===== src/common/eepc_pkg.sv =====
// Purpose: shared constants and types of the nvm program/erase control
// Assumes: 32-bit classic wishbone, 8-bit registers in the low lanes
// Notes:   byte address of a register is four times its index
package eepc_pkg;

    // bus geometry
    localparam int unsigned WB_AW = 10;
    localparam int unsigned WB_DW = 32;

    // register indices, byte address = index * 4
    localparam logic [7:0] IDX_CFG  = 8'hF0;
    localparam logic [7:0] IDX_PROT = 8'hF1;
    localparam logic [7:0] IDX_TST  = 8'hF2;
    localparam logic [7:0] IDX_PGM  = 8'hF3;

    // module config fields
    localparam int unsigned CFG_WSTOP = 7;
    localparam int unsigned CFG_LOCK  = 1;
    localparam int unsigned CFG_RC    = 0;

    // test control fields
    localparam int unsigned TST_ODD  = 7;
    localparam int unsigned TST_EVEN = 6;
    localparam int unsigned TST_VOLTAGE_MARGIN_TEST = 3;
    localparam int unsigned TST_CPD  = 2;
    localparam int unsigned TST_CPRD = 1;
    localparam int unsigned TST_CPM  = 0;

    // program control fields
    localparam int unsigned PGM_BULK_ERASE_PROTECT = 7;
    localparam int unsigned PGM_BYTE  = 4;
    localparam int unsigned PGM_ROW   = 3;
    localparam int unsigned PGM_ERASE = 2;
    localparam int unsigned PGM_LAT   = 1;
    localparam int unsigned PGM_VEN   = 0;

    // reset values
    localparam logic [7:0] RST_CFG  = 8'h00;
    localparam logic [7:0] RST_PROT = 8'h00;
    localparam logic [7:0] RST_TST  = 8'h00;
    localparam logic [7:0] RST_PGM  = 8'h80;

    // array geometry, offsets from the array base
    localparam int unsigned ARR_AW = 10;
    localparam logic [9:0] BLK3_START = 10'h100;
    localparam logic [9:0] BLK2_START = 10'h200;
    localparam logic [9:0] BLK1_START = 10'h280;
    localparam logic [9:0] BLK0_START = 10'h2C0;
    localparam logic [7:0] ERASED_BYTE = 8'hFF;

    // operation kinds handed to the array
    typedef enum logic [2:0] {
        OP_PROGRAM, OP_ERASE_LOC, OP_ERASE_ROW,
        OP_ERASE_BULK, OP_BULK_ODD, OP_BULK_EVEN
    } eepc_op_kind_t;

    // programming latches
    typedef struct packed {
        logic [9:0]  addr;
        logic [15:0] data;
        logic        word;
    } eepc_latch_t;

    // command toward the array
    typedef struct packed {
        logic          active;
        eepc_op_kind_t kind;
        eepc_latch_t   lat;
    } eepc_op_cmd_t;

    // analog pump controls
    typedef struct packed {
        logic hv_apply;
        logic pump_en;
        logic rc_osc_en;
        logic clk_sel_rc;
        logic ramp_en;
        logic monitor;
        logic margin;
    } eepc_pump_t;

endpackage


===== src/logic/eepc_ctrl.sv =====
// Purpose: register file and interlocks of the nvm program/erase control
// Assumes: array port and mode inputs synchronous to i_clk
// Notes:   array storage and read datapath live outside this block
//
// Functional notes
// - wait-clock-stop set gates the module clock off in wait mode
// - protect lock writes once in normal modes, freely in special
// - protect lock set freezes block protect and bulk protect bits
// - pump clock select picks system clock or running rc oscillator
// - five protect bits guard 256,256,128,64,64 byte blocks
// - block protect readable always, writable when unlocked and idle
// - test bits writable in special modes, held zero in normal
// - odd/even test bits make bulk act on physical odd/even rows
// - test bits give margin, pump off, ramp off and pump monitor
// - program control resets to 0x80, bits 6 and 5 read zero
// - single-location and row bits choose bulk, row or location
// - without erase bit the operation is programming; the code makes it odd/even bulk when an odd/even test bit is set
// - location erase acts on latched address at latched width
// - voltage enable freezes mode bits and the latches
// - latch enable makes the array unreadable
// - mode bits may be written together or in any order
// - voltage enable sets only when latch enable is already set
// - voltage enable applies program/erase voltage, clear removes it
// - array writes ignored while voltage enable is set
// - erasure leaves all-ones bytes
// - misaligned word target latches only its lower byte
// - stop mode removes voltage and rc clock, restores on exit
//
// The Wishbone slave port was chosen for this implementation.
`timescale 1ns/100ps
module eepc_ctrl (
    // clock and reset
    input  wire logic                      i_clk,
    input  wire logic                      i_rstn,
    // wishbone slave
    input  wire logic                      i_wb_cyc,
    input  wire logic                      i_wb_stb,
    input  wire logic                      i_wb_we,
    input  wire logic [eepc_pkg::WB_AW-1:0] i_wb_adr,
    input  wire logic [eepc_pkg::WB_DW-1:0] i_wb_dat,
    input  wire logic [3:0]                i_wb_sel,
    output logic [eepc_pkg::WB_DW-1:0]     o_wb_dat,
    output logic                           o_wb_ack,
    // array write port from the cpu
    input  wire logic                      i_arr_wr,
    input  wire logic [9:0]                i_arr_addr,
    input  wire logic                      i_arr_word,
    input  wire logic [15:0]               i_arr_wdata,
    // device modes
    input  wire logic                      i_special_mode_n,
    input  wire logic                      i_wait,
    input  wire logic                      i_stop,
    // to array, pump and clock tree
    output logic                           o_arr_rd_block,
    output eepc_pkg::eepc_op_cmd_t         o_op,
    output eepc_pkg::eepc_pump_t           o_pump,
    output logic                           o_clk_en
);
    import eepc_pkg::*;

    ////////////////////////////////////////////////////////////////////
    // register state
    logic       wstop_r;
    logic       lock_r;
    logic       lock_used_r;
    logic       rc_r;
    logic [4:0] bprot_r;
    logic [7:0] tst_r;
    logic       bulk_erase_protect_r;
    logic       byte_r;
    logic       row_r;
    logic       erase_r;
    logic       lat_r;
    logic       ven_r;
    logic       ack_r;
    logic       loaded_r;
    eepc_latch_t latch_r;
    eepc_latch_t latch_nxt;

    ////////////////////////////////////////////////////////////////////
    // bus decode
    logic [7:0] idx;
    logic       req;
    logic       wr;
    logic [7:0] wd;
    logic       special;

    assign idx     = i_wb_adr[9:2];
    assign req     = i_wb_cyc && i_wb_stb;
    // write lands on the edge at which the master sees ack
    assign wr      = req && i_wb_we && ack_r && i_wb_sel[0];
    assign wd      = i_wb_dat[7:0];
    assign special = !i_special_mode_n;

    // one strobe per register, shared by all write processes
    function automatic logic hit(input logic [7:0] a,
                                 input logic [7:0] r);
        hit = (a == r);
    endfunction

    logic wr_cfg;
    logic wr_prot;
    logic wr_tst;
    logic wr_pgm;
    assign wr_cfg  = wr && hit(idx, IDX_CFG);
    assign wr_prot = wr && hit(idx, IDX_PROT);
    assign wr_tst  = wr && hit(idx, IDX_TST);
    assign wr_pgm  = wr && hit(idx, IDX_PGM);

    ////////////////////////////////////////////////////////////////////
    // ack: one wait state, dropped the cycle after it is given
    always_ff @(posedge i_clk) begin
        if (!i_rstn) begin
            ack_r <= 1'b0;
        end else begin
            ack_r <= req && !ack_r;
        end
    end
    assign o_wb_ack = ack_r;

    ////////////////////////////////////////////////////////////////////
    // module config: wait stop and pump clock, write anytime
    always_ff @(posedge i_clk) begin
        if (!i_rstn) begin
            wstop_r <= RST_CFG[CFG_WSTOP];
            rc_r    <= RST_CFG[CFG_RC];
        end else if (wr_cfg) begin
            wstop_r <= wd[CFG_WSTOP];
            rc_r    <= wd[CFG_RC];
        end
    end

    ////////////////////////////////////////////////////////////////////
    // protect lock: one write after reset unless in special mode
    always_ff @(posedge i_clk) begin
        if (!i_rstn) begin
            lock_r      <= RST_CFG[CFG_LOCK];
            lock_used_r <= 1'b0;
        end else if (wr_cfg && (special || !lock_used_r)) begin
            lock_r      <= wd[CFG_LOCK];
            lock_used_r <= 1'b1;
        end
    end

    ////////////////////////////////////////////////////////////////////
    // block protect, frozen by lock or an operation in progress
    logic prot_open;
    assign prot_open = !lock_r && !ven_r;

    always_ff @(posedge i_clk) begin
        if (!i_rstn) begin
            bprot_r <= RST_PROT[4:0];
        end else if (wr_prot && prot_open) begin
            bprot_r <= wd[4:0];
        end
    end

    ////////////////////////////////////////////////////////////////////
    // test controls only live in special modes
    always_ff @(posedge i_clk) begin
        if (!i_rstn) begin
            tst_r <= RST_TST;
        end else if (!special) begin
            tst_r <= RST_TST;
        end else if (wr_tst) begin
            tst_r <= wd;
        end
    end

    ////////////////////////////////////////////////////////////////////
    // program control, mode bits locked while voltage is on
    // the write that drops voltage may also drop the latch bit, so one
    // write ends an operation and frees the array
    logic ven_clr;
    assign ven_clr = wr_pgm && ven_r && !wd[PGM_VEN];

    always_ff @(posedge i_clk) begin
        if (!i_rstn) begin
            bulk_erase_protect_r <= RST_PGM[PGM_BULK_ERASE_PROTECT];
            byte_r  <= RST_PGM[PGM_BYTE];
            row_r   <= RST_PGM[PGM_ROW];
            erase_r <= RST_PGM[PGM_ERASE];
            lat_r   <= RST_PGM[PGM_LAT];
        end else if (wr_pgm && (!ven_r || ven_clr)) begin
            if (prot_open) begin
                bulk_erase_protect_r <= wd[PGM_BULK_ERASE_PROTECT];
            end
            // each bit stands alone, so any write order works
            byte_r  <= wd[PGM_BYTE];
            row_r   <= wd[PGM_ROW];
            erase_r <= wd[PGM_ERASE];
            lat_r   <= wd[PGM_LAT];
        end
    end

    // voltage enable judges the old latch bit, not the written one
    always_ff @(posedge i_clk) begin
        if (!i_rstn) begin
            ven_r <= RST_PGM[PGM_VEN];
        end else if (wr_pgm) begin
            ven_r <= wd[PGM_VEN] && lat_r;
        end
    end

    ////////////////////////////////////////////////////////////////////
    // programming latches
    always_comb begin
        latch_nxt.addr = i_arr_addr;
        latch_nxt.word = i_arr_word;
        latch_nxt.data = i_arr_wdata;
        if (i_arr_word && i_arr_addr[0]) begin
            latch_nxt.word = 1'b0;
            latch_nxt.data = {8'h00, i_arr_wdata[7:0]};
        end
    end

    // loaded clears when voltage drops so a fresh target can be taken
    always_ff @(posedge i_clk) begin
        if (!i_rstn) begin
            loaded_r <= 1'b0;
        end else if (!lat_r || ven_clr) begin
            loaded_r <= 1'b0;
        end else if (i_arr_wr && !ven_r) begin
            loaded_r <= 1'b1;
        end
    end

    always_ff @(posedge i_clk) begin
        if (!i_rstn) begin
            latch_r <= '0;
        end else if (i_arr_wr && lat_r && !ven_r
                     && !loaded_r) begin
            latch_r <= latch_nxt; // frozen otherwise
        end
    end

    ////////////////////////////////////////////////////////////////////
    // operation decode
    eepc_op_kind_t kind;
    always_comb begin
        if (!erase_r) begin
            kind = OP_PROGRAM;
        end else if (byte_r) begin
            kind = OP_ERASE_LOC;
        end else if (row_r) begin
            kind = OP_ERASE_ROW;
        end else begin
            kind = OP_ERASE_BULK;
        end
        // test rows override every kind except location erase
        if (kind != OP_ERASE_LOC) begin
            if (tst_r[TST_ODD]) begin
                kind = OP_BULK_ODD;
            end else if (tst_r[TST_EVEN]) begin
                kind = OP_BULK_EVEN;
            end
        end
    end

    logic prot_hit;
    eepc_prot_decode u_prot (
        .i_addr  (latch_r.addr),
        .i_bprot (bprot_r),
        .o_hit   (prot_hit)
    );

    // guard: bulk must see no protected block at all
    logic allowed;
    always_comb begin
        case (kind)
            OP_PROGRAM, OP_ERASE_LOC: begin
                allowed = !prot_hit;
            end
            OP_ERASE_ROW: begin
                allowed = !prot_hit && !bulk_erase_protect_r;
            end
            OP_ERASE_BULK, OP_BULK_ODD, OP_BULK_EVEN: begin
                allowed = !bulk_erase_protect_r && (bprot_r == 5'h00);
            end
            default: begin
                allowed = 1'b0;
            end
        endcase
    end

    ////////////////////////////////////////////////////////////////////
    // pump gating, including stop handling
    eepc_pump_ctrl u_pump (
        .i_clk    (i_clk),
        .i_rstn   (i_rstn),
        .i_ven    (ven_r),
        .i_stop   (i_stop),
        .i_rc_sel (rc_r),
        .i_tst    (tst_r),
        .o_pump   (o_pump)
    );

    ////////////////////////////////////////////////////////////////////
    // command to the array, registered
    always_ff @(posedge i_clk) begin
        if (!i_rstn) begin
            o_op <= '0;
        end else begin
            o_op.active <= ven_r && !i_stop && loaded_r
                           && allowed;
            o_op.kind   <= kind;
            o_op.lat    <= latch_r;
            if (kind != OP_PROGRAM) begin
                // erase writes ones over the whole target
                o_op.lat.data <= {ERASED_BYTE, ERASED_BYTE};
            end
        end
    end

    ////////////////////////////////////////////////////////////////////
    // read blocking and clock gating
    always_ff @(posedge i_clk) begin
        if (!i_rstn) begin
            o_arr_rd_block <= 1'b0;
            o_clk_en       <= 1'b1;
        end else begin
            o_arr_rd_block <= lat_r;
            o_clk_en       <= !(wstop_r && i_wait);
        end
    end

    ////////////////////////////////////////////////////////////////////
    // read mux, captured in the request cycle, shown with ack
    logic [7:0] rd;
    always_comb begin
        case (idx)
            IDX_CFG: begin
                rd = '0;
                rd[CFG_WSTOP] = wstop_r;
                rd[CFG_LOCK]  = lock_r;
                rd[CFG_RC]    = rc_r;
            end
            IDX_PROT: begin
                rd = {3'h0, bprot_r};
            end
            IDX_TST: begin
                rd = tst_r;
            end
            IDX_PGM: begin
                rd = '0; // bits 6 and 5 stay zero
                rd[PGM_BULK_ERASE_PROTECT] = bulk_erase_protect_r;
                rd[PGM_BYTE]  = byte_r;
                rd[PGM_ROW]   = row_r;
                rd[PGM_ERASE] = erase_r;
                rd[PGM_LAT]   = lat_r;
                rd[PGM_VEN]   = ven_r;
            end
            default: begin
                rd = '0;
            end
        endcase
    end

    always_ff @(posedge i_clk) begin
        if (!i_rstn) begin
            o_wb_dat <= '0;
        end else if (req && !ack_r) begin
            o_wb_dat <= {24'h000000, rd};
        end
    end

endmodule


===== src/logic/eepc_prot_decode.sv =====
// Purpose: maps an array offset onto its protect block
// Assumes: offset below the array size
// Notes:   purely combinational
`timescale 1ns/100ps
module eepc_prot_decode (
    // address and protect bits
    input  wire logic [9:0] i_addr,
    input  wire logic [4:0] i_bprot,
    // result
    output logic            o_hit
);
    import eepc_pkg::*;

    ////////////////////////////////////////////////////////////////////
    // block index, blocks shrink toward the top of the array
    logic [2:0] blk;
    always_comb begin
        if (i_addr >= BLK0_START) begin
            blk = 3'h0;
        end else if (i_addr >= BLK1_START) begin
            blk = 3'h1;
        end else if (i_addr >= BLK2_START) begin
            blk = 3'h2;
        end else if (i_addr >= BLK3_START) begin
            blk = 3'h3;
        end else begin
            blk = 3'h4;
        end
    end

    assign o_hit = i_bprot[blk];

endmodule


===== src/logic/eepc_pump_ctrl.sv =====
// Purpose: high voltage and charge pump gating
// Assumes: i_stop high for the whole stop mode
// Notes:   outputs lag their causes by one clock
`timescale 1ns/100ps
module eepc_pump_ctrl (
    // clock and reset
    input  wire logic               i_clk,
    input  wire logic               i_rstn,
    // controls
    input  wire logic               i_ven,
    input  wire logic               i_stop,
    input  wire logic               i_rc_sel,
    input  wire logic [7:0]         i_tst,
    // to the analog side
    output eepc_pkg::eepc_pump_t    o_pump
);
    import eepc_pkg::*;

    ////////////////////////////////////////////////////////////////////
    // stop removes voltage but leaves the enable bit alone
    always_ff @(posedge i_clk) begin
        if (!i_rstn) begin
            o_pump <= '0;
        end else begin
            o_pump.hv_apply   <= i_ven && !i_stop;
            o_pump.pump_en    <= i_ven && !i_stop
                                 && !i_tst[TST_CPD];
            o_pump.rc_osc_en  <= i_rc_sel && !i_stop;
            o_pump.clk_sel_rc <= i_rc_sel;
            o_pump.ramp_en    <= !i_tst[TST_CPRD];
            o_pump.monitor    <= i_tst[TST_CPM];
            o_pump.margin     <= i_tst[TST_VOLTAGE_MARGIN_TEST];
        end
    end

endmodule


===== config.mk =====
export PLATFORM = sky130hd
export DESIGN_NAME = eepc_ctrl
export DESIGN_NICKNAME = d
export VERILOG_FILES = /design/src/common/eepc_pkg.sv /design/src/logic/eepc_ctrl.sv /design/src/logic/eepc_prot_decode.sv /design/src/logic/eepc_pump_ctrl.sv
export SDC_FILE = /design/constraint.sdc
export NUM_CORES = 1
export LEC_CHECK = 0
export BUFFER_PORTS_ARGS = -buffer_cell sky130_fd_sc_hd__buf_4
export CAP_MARGIN = 40
export CELL_PAD_IN_SITES_DETAIL_PLACEMENT = 1
export CELL_PAD_IN_SITES_GLOBAL_PLACEMENT = 2
export CORE_MARGIN = 1.5
export CORE_UTILIZATION = 27
export DETAILED_ROUTE_END_ITERATION = 10
export PLACE_DENSITY = 0.85
export SETUP_SLACK_MARGIN = 0.5
export SYNTH_ARGS = -nofsm -noshare
export SYNTH_HDL_FRONTEND = slang
export SYNTH_SLANG_ARGS = --single-unit

===== constraint.sdc =====
create_clock -name i_clk -period 1.4 [get_ports i_clk]
set_input_delay 0.28 -clock i_clk [delete_from_list [all_inputs] [get_ports i_clk]]
set_output_delay 0.28 -clock i_clk [all_outputs]
set_load 0.02 [all_outputs]

==> PnR_summary.wiki <==
{| class="wikitable"
! Metric !! Value
|-
| Kind of critical path || flip-flop to flip-flop
|-
| Residual DRC count || 0
|-
| Shortest period the worst path allows || 1.27 ns
|-
| Number of standard cells in the layout, taps in and fillers out || 730
|-
| Number of fill cells || 1613
|-
| Critical path's top delay family || simple AND/OR/NAND/NOR gates
|-
| Clock tree buffer depth || 2
|-
| Final period util || 90.5%
|-
| Effective utilization at floorplan || 27.8%
|-
| Leading post-synthesis cells by cell area || sky130_fd_sc_hd__dfxtp_1 (49%), sky130_fd_sc_hd__nand2_1 (6.2%), sky130_fd_sc_hd__a21boi_0 (4.8%), sky130_fd_sc_hd__buf_4 (4.8%), sky130_fd_sc_hd__mux2i_1 (3.2%)
|-
| Number of instances in the synthesized netlist || 411
|-
| Number of flops mapped to enable cells by yosys || 0
|-
| Maximum clock frequency || 789 MHz
|-
| H-Tree Level Count || 3
|-
| Quantity of hold-fixing buffers added after cts || 0
|-
| 1st-iter DRT viols || 106
|-
| Dpl cells || 685
|-
| Syn Std Cell Area || 4060 um^2
|-
| Yosys warns || 0
|-
| Clock tree from TritonCTS || built
|-
| Signed area change from the synthesized netlist to the final layout || 53.8%
|-
| WL met2 || 5950 um
|-
| Setup-violating endpoint count in the final report || 0
|-
| Endpoint type of the worst setup path || flip-flop
|-
| Share of the synthesized area in the top cell type || 49.3%
|-
| Standby leakage power || 2.62 nW
|-
| Number of maximum-capacitance constraint violations || 0
|-
| Cell variety after synth || 52
|-
| Startpoint type of the worst setup path || flip-flop
|-
| Library cell occupying the most area in the post-synthesis netlist || sky130_fd_sc_hd__dfxtp_1
|-
| Crit path DAT || 1.50 ns
|-
| Leading post-synthesis cells by instance count || sky130_fd_sc_hd__dfxtp_1 (100), sky130_fd_sc_hd__nand2_1 (67), sky130_fd_sc_hd__a21boi_0 (26), sky130_fd_sc_hd__buf_4 (26), sky130_fd_sc_hd__nand3_1 (24)
|-
| Wirelength per Cell || 16.2 um
|-
| Number of top-level pins || 155
|-
| RSZ-0062 raised after global routing || yes
|-
| Cell at the slowest stage of the critical path || sky130_fd_sc_hd__dfxtp_4
|-
| Detailed placement HPWL || 7730 um
|-
| Vert. Die Dim || 126 um
|-
| Die span in x || 126 um
|-
| Placeable core area || 14600 um^2
|-
| Power density over the cells || 941 nW/um^2
|-
| Worst path cell trace || and3_4 -> and2b_2 -> nand4_4 -> mux2i_1
|-
| Sum of routed wire length over all layers || 11800 um
|-
| Count of state elements after synthesis || 100
|-
| Async S/R FF share, synth || 0%
|-
| Skew-Pair Late Insertion Delay || 0.35 ns
|-
| Mean number of vias per cell || 4.53
|-
| Worst setup margin || 0.133 ns
|-
| Delay of the slowest cell on the worst path || 0.36 ns
|-
| Routed met3 length || 698 um
|-
| Maximum ir drop on the vdd rail || 850 uV
|-
| Remaining antenna violation count || 0
|-
| Most used standard cell by instance count after synthesis || sky130_fd_sc_hd__dfxtp_1
|-
| Data required time at the worst endpoint || 1.63 ns
|-
| Hold WC Path Type || input pin to flip-flop
|-
| GR Overflow Total || 0
|-
| Die area || 15800 um^2
|-
| Worst Hold Margin || 0.0909 ns
|-
| Vias in the first global route || 3473
|-
| Clock Sink Count || 100
|-
| Antenna diode count || 0
|-
| Pre-Repair DR Iteration Count || 4
|-
| Share of the yosys chip area belonging to registers || 49.3%
|-
| Maximum fanout along the worst path || 5
|-
| Commonest register cell after synthesis || sky130_fd_sc_hd__dfxtp_1
|-
| Number of antenna violations at the first check in global routing || 0
|-
| Max-slew violation total from the final report || 0
|-
| Clock transition at the register clock pins on the worst setup and hold paths after CTS || 0.07 ns
|-
| Final hold vios || 0
|-
| Fraction of final layout cells sized beyond drive strength 1 || 55.3%
|-
| Number of buffers created by CTS || 9
|-
| Routability cong. || 0.828
|-
| GR Util All Layers || 14.9%
|-
| Maximum number of pins on one net before global-route repair || 39
|-
| Number of buffers and inverters on the critical path || 0
|-
| Cell at the root of the clock tree || sky130_fd_sc_hd__clkbuf_16
|-
| Post-placement setup slack || -0.104 ns
|-
| Post-layout total power || 5.88 mW
|-
| Count of buffers from port buffering || 101
|-
| Net count reported at finish || 623
|-
| Length of routed wiring on met1 || 4920 um
|-
| Via total after detailed routing || 3310
|-
| Post-synthesis average cell area || 9.88 um^2
|-
| Clock tree skew after final layout || 0.00772 ns
|-
| Outcome || finished, final reports clean
|-
| Row count || 44
|-
| Wire length of the first global-routing pass || 18400 um
|-
| Highest routed metal layer || met4
|}
==> metal layers <==
metal,vias to the layer above,GRT usage (%)
li1,1616,-
met1,1576,17.2
met2,103,25.7
met3,15,4.97
met4,0,5.15
met5,-,0
==> worst reg2reg max path: stages (launching register included) <==
cell and delay (ns):
sky130_fd_sc_hd__dfxtp_4 0.36, sky130_fd_sc_hd__and3_4 0.22, sky130_fd_sc_hd__and2b_2 0.23, sky130_fd_sc_hd__nand4_4 0.18
sky130_fd_sc_hd__mux2i_1 0.16
==> metrics by stage <==
step / cell area, um^2 / utilization (%) / setup TNS (ns)
final: 6240 / 42.8 / 0
after global routing: 6240 / 42.8 / 0
after CTS: 5940 / 40.7 / 0
after detailed placement: 5020 / 34.4 / -0.240
after global placement: 5020 / 34.4 / -0.0616
after floorplan: 4280 / - / 0
==> cell families after synthesis <==
logic type | after synthesis | synth area share [%]
compound gates | 85 | 15.2
buf+inv | 52 | 8.88
flops | 100 | 49.3
mux | 19 | 5.61
other cells | 1 | 0.0924
simple gates | 154 | 20.9
==> area by class of cell <==
type / instances / area [um^2] / area share, %
Inverter: 4 / 15.0 / 0.240
Timing Repair Buffer: 142 / 1400 / 22.5
Sequential cell: 100 / 2090 / 33.4
Clock buffer: 12 / 267 / 4.27
Multi-Input combinational cell: 284 / 2190 / 35.0
Tap cell: 184 / 230 / 3.69
Clock inverter: 4 / 55.1 / 0.882
==> where the power goes <==
part	switching [mW]	leakage, nW	internal, mW
logic	0.213	1.63	0.184
registers	0.00198	0.835	2.84
clock network	1.10	0.155	1.54
total	1.32	2.62	4.56
==> path summary, 6_finish.rpt <==
check        slack, ns  cells after the start                           to                  from
max reg2reg       0.13                      4      bprot_r[3]$_SDFFE_PN0P_   o_wb_ack$_SDFF_PN0_
max               0.13                      4      bprot_r[3]$_SDFFE_PN0P_   o_wb_ack$_SDFF_PN0_
min               0.09                      2  u_pump.o_pump[4]$_SDFF_PN0_                i_stop
min reg2reg       0.43                      1          o_clk_en$_SDFF_PN1_  wstop_r$_SDFFE_PN0P_
==> layout by cell type, fill, tap and decap left out, types with 3 or more instances in the layout <==
| master | count |
|---|---|
| sky130_fd_sc_hd__buf_4 | 75 |
| sky130_fd_sc_hd__buf_6 | 59 |
| sky130_fd_sc_hd__nand2_1 | 57 |
| sky130_fd_sc_hd__dfxtp_2 | 53 |
| sky130_fd_sc_hd__dfxtp_1 | 42 |
| sky130_fd_sc_hd__a21boi_1 | 27 |
| sky130_fd_sc_hd__conb_1 | 24 |
| sky130_fd_sc_hd__o21a_1 | 16 |
| sky130_fd_sc_hd__and2_1 | 15 |
| sky130_fd_sc_hd__nand3_2 | 15 |
| sky130_fd_sc_hd__mux2i_1 | 13 |
| sky130_fd_sc_hd__a21boi_2 | 12 |
| sky130_fd_sc_hd__nor2b_1 | 12 |
| sky130_fd_sc_hd__clkbuf_16 | 10 |
| sky130_fd_sc_hd__nand2_4 | 8 |
| sky130_fd_sc_hd__a22oi_2 | 6 |
| sky130_fd_sc_hd__o21ai_0 | 5 |
| sky130_fd_sc_hd__nand3_1 | 5 |
| sky130_fd_sc_hd__o21ai_1 | 5 |
| sky130_fd_sc_hd__dfxtp_4 | 5 |
| sky130_fd_sc_hd__inv_1 | 4 |
| sky130_fd_sc_hd__nand3_4 | 4 |
| sky130_fd_sc_hd__buf_12 | 4 |
| sky130_fd_sc_hd__nand3b_4 | 3 |
| sky130_fd_sc_hd__mux2_2 | 3 |
| sky130_fd_sc_hd__a22o_1 | 3 |
| sky130_fd_sc_hd__and3b_2 | 3 |
| sky130_fd_sc_hd__a21oi_1 | 3 |
| sky130_fd_sc_hd__clkbuf_8 | 3 |
==> flip-flops by register name, summed over array words and instances, names as in the netlist <==
register	count
o_op	31
latch_r	27
o_wb_dat	8
tst_r	8
u_pump.o_pump	7
bprot_r	5
bulk_erase_protect_r	1
byte_r	1
erase_r	1
lat_r	1
loaded_r	1
lock_r	1
lock_used_r	1
o_arr_rd_block	1
o_clk_en	1
o_wb_ack	1
rc_r	1
row_r	1
ven_r	1
wstop_r	1
==> repair_timing <==
action,in CTS,in global routing
setup endpoints to repair,128,128
cloned,4,1
resized for setup,156,56
pin swaps,22,31
setup buffers,16,8
(Power assumes the default switching activity.)
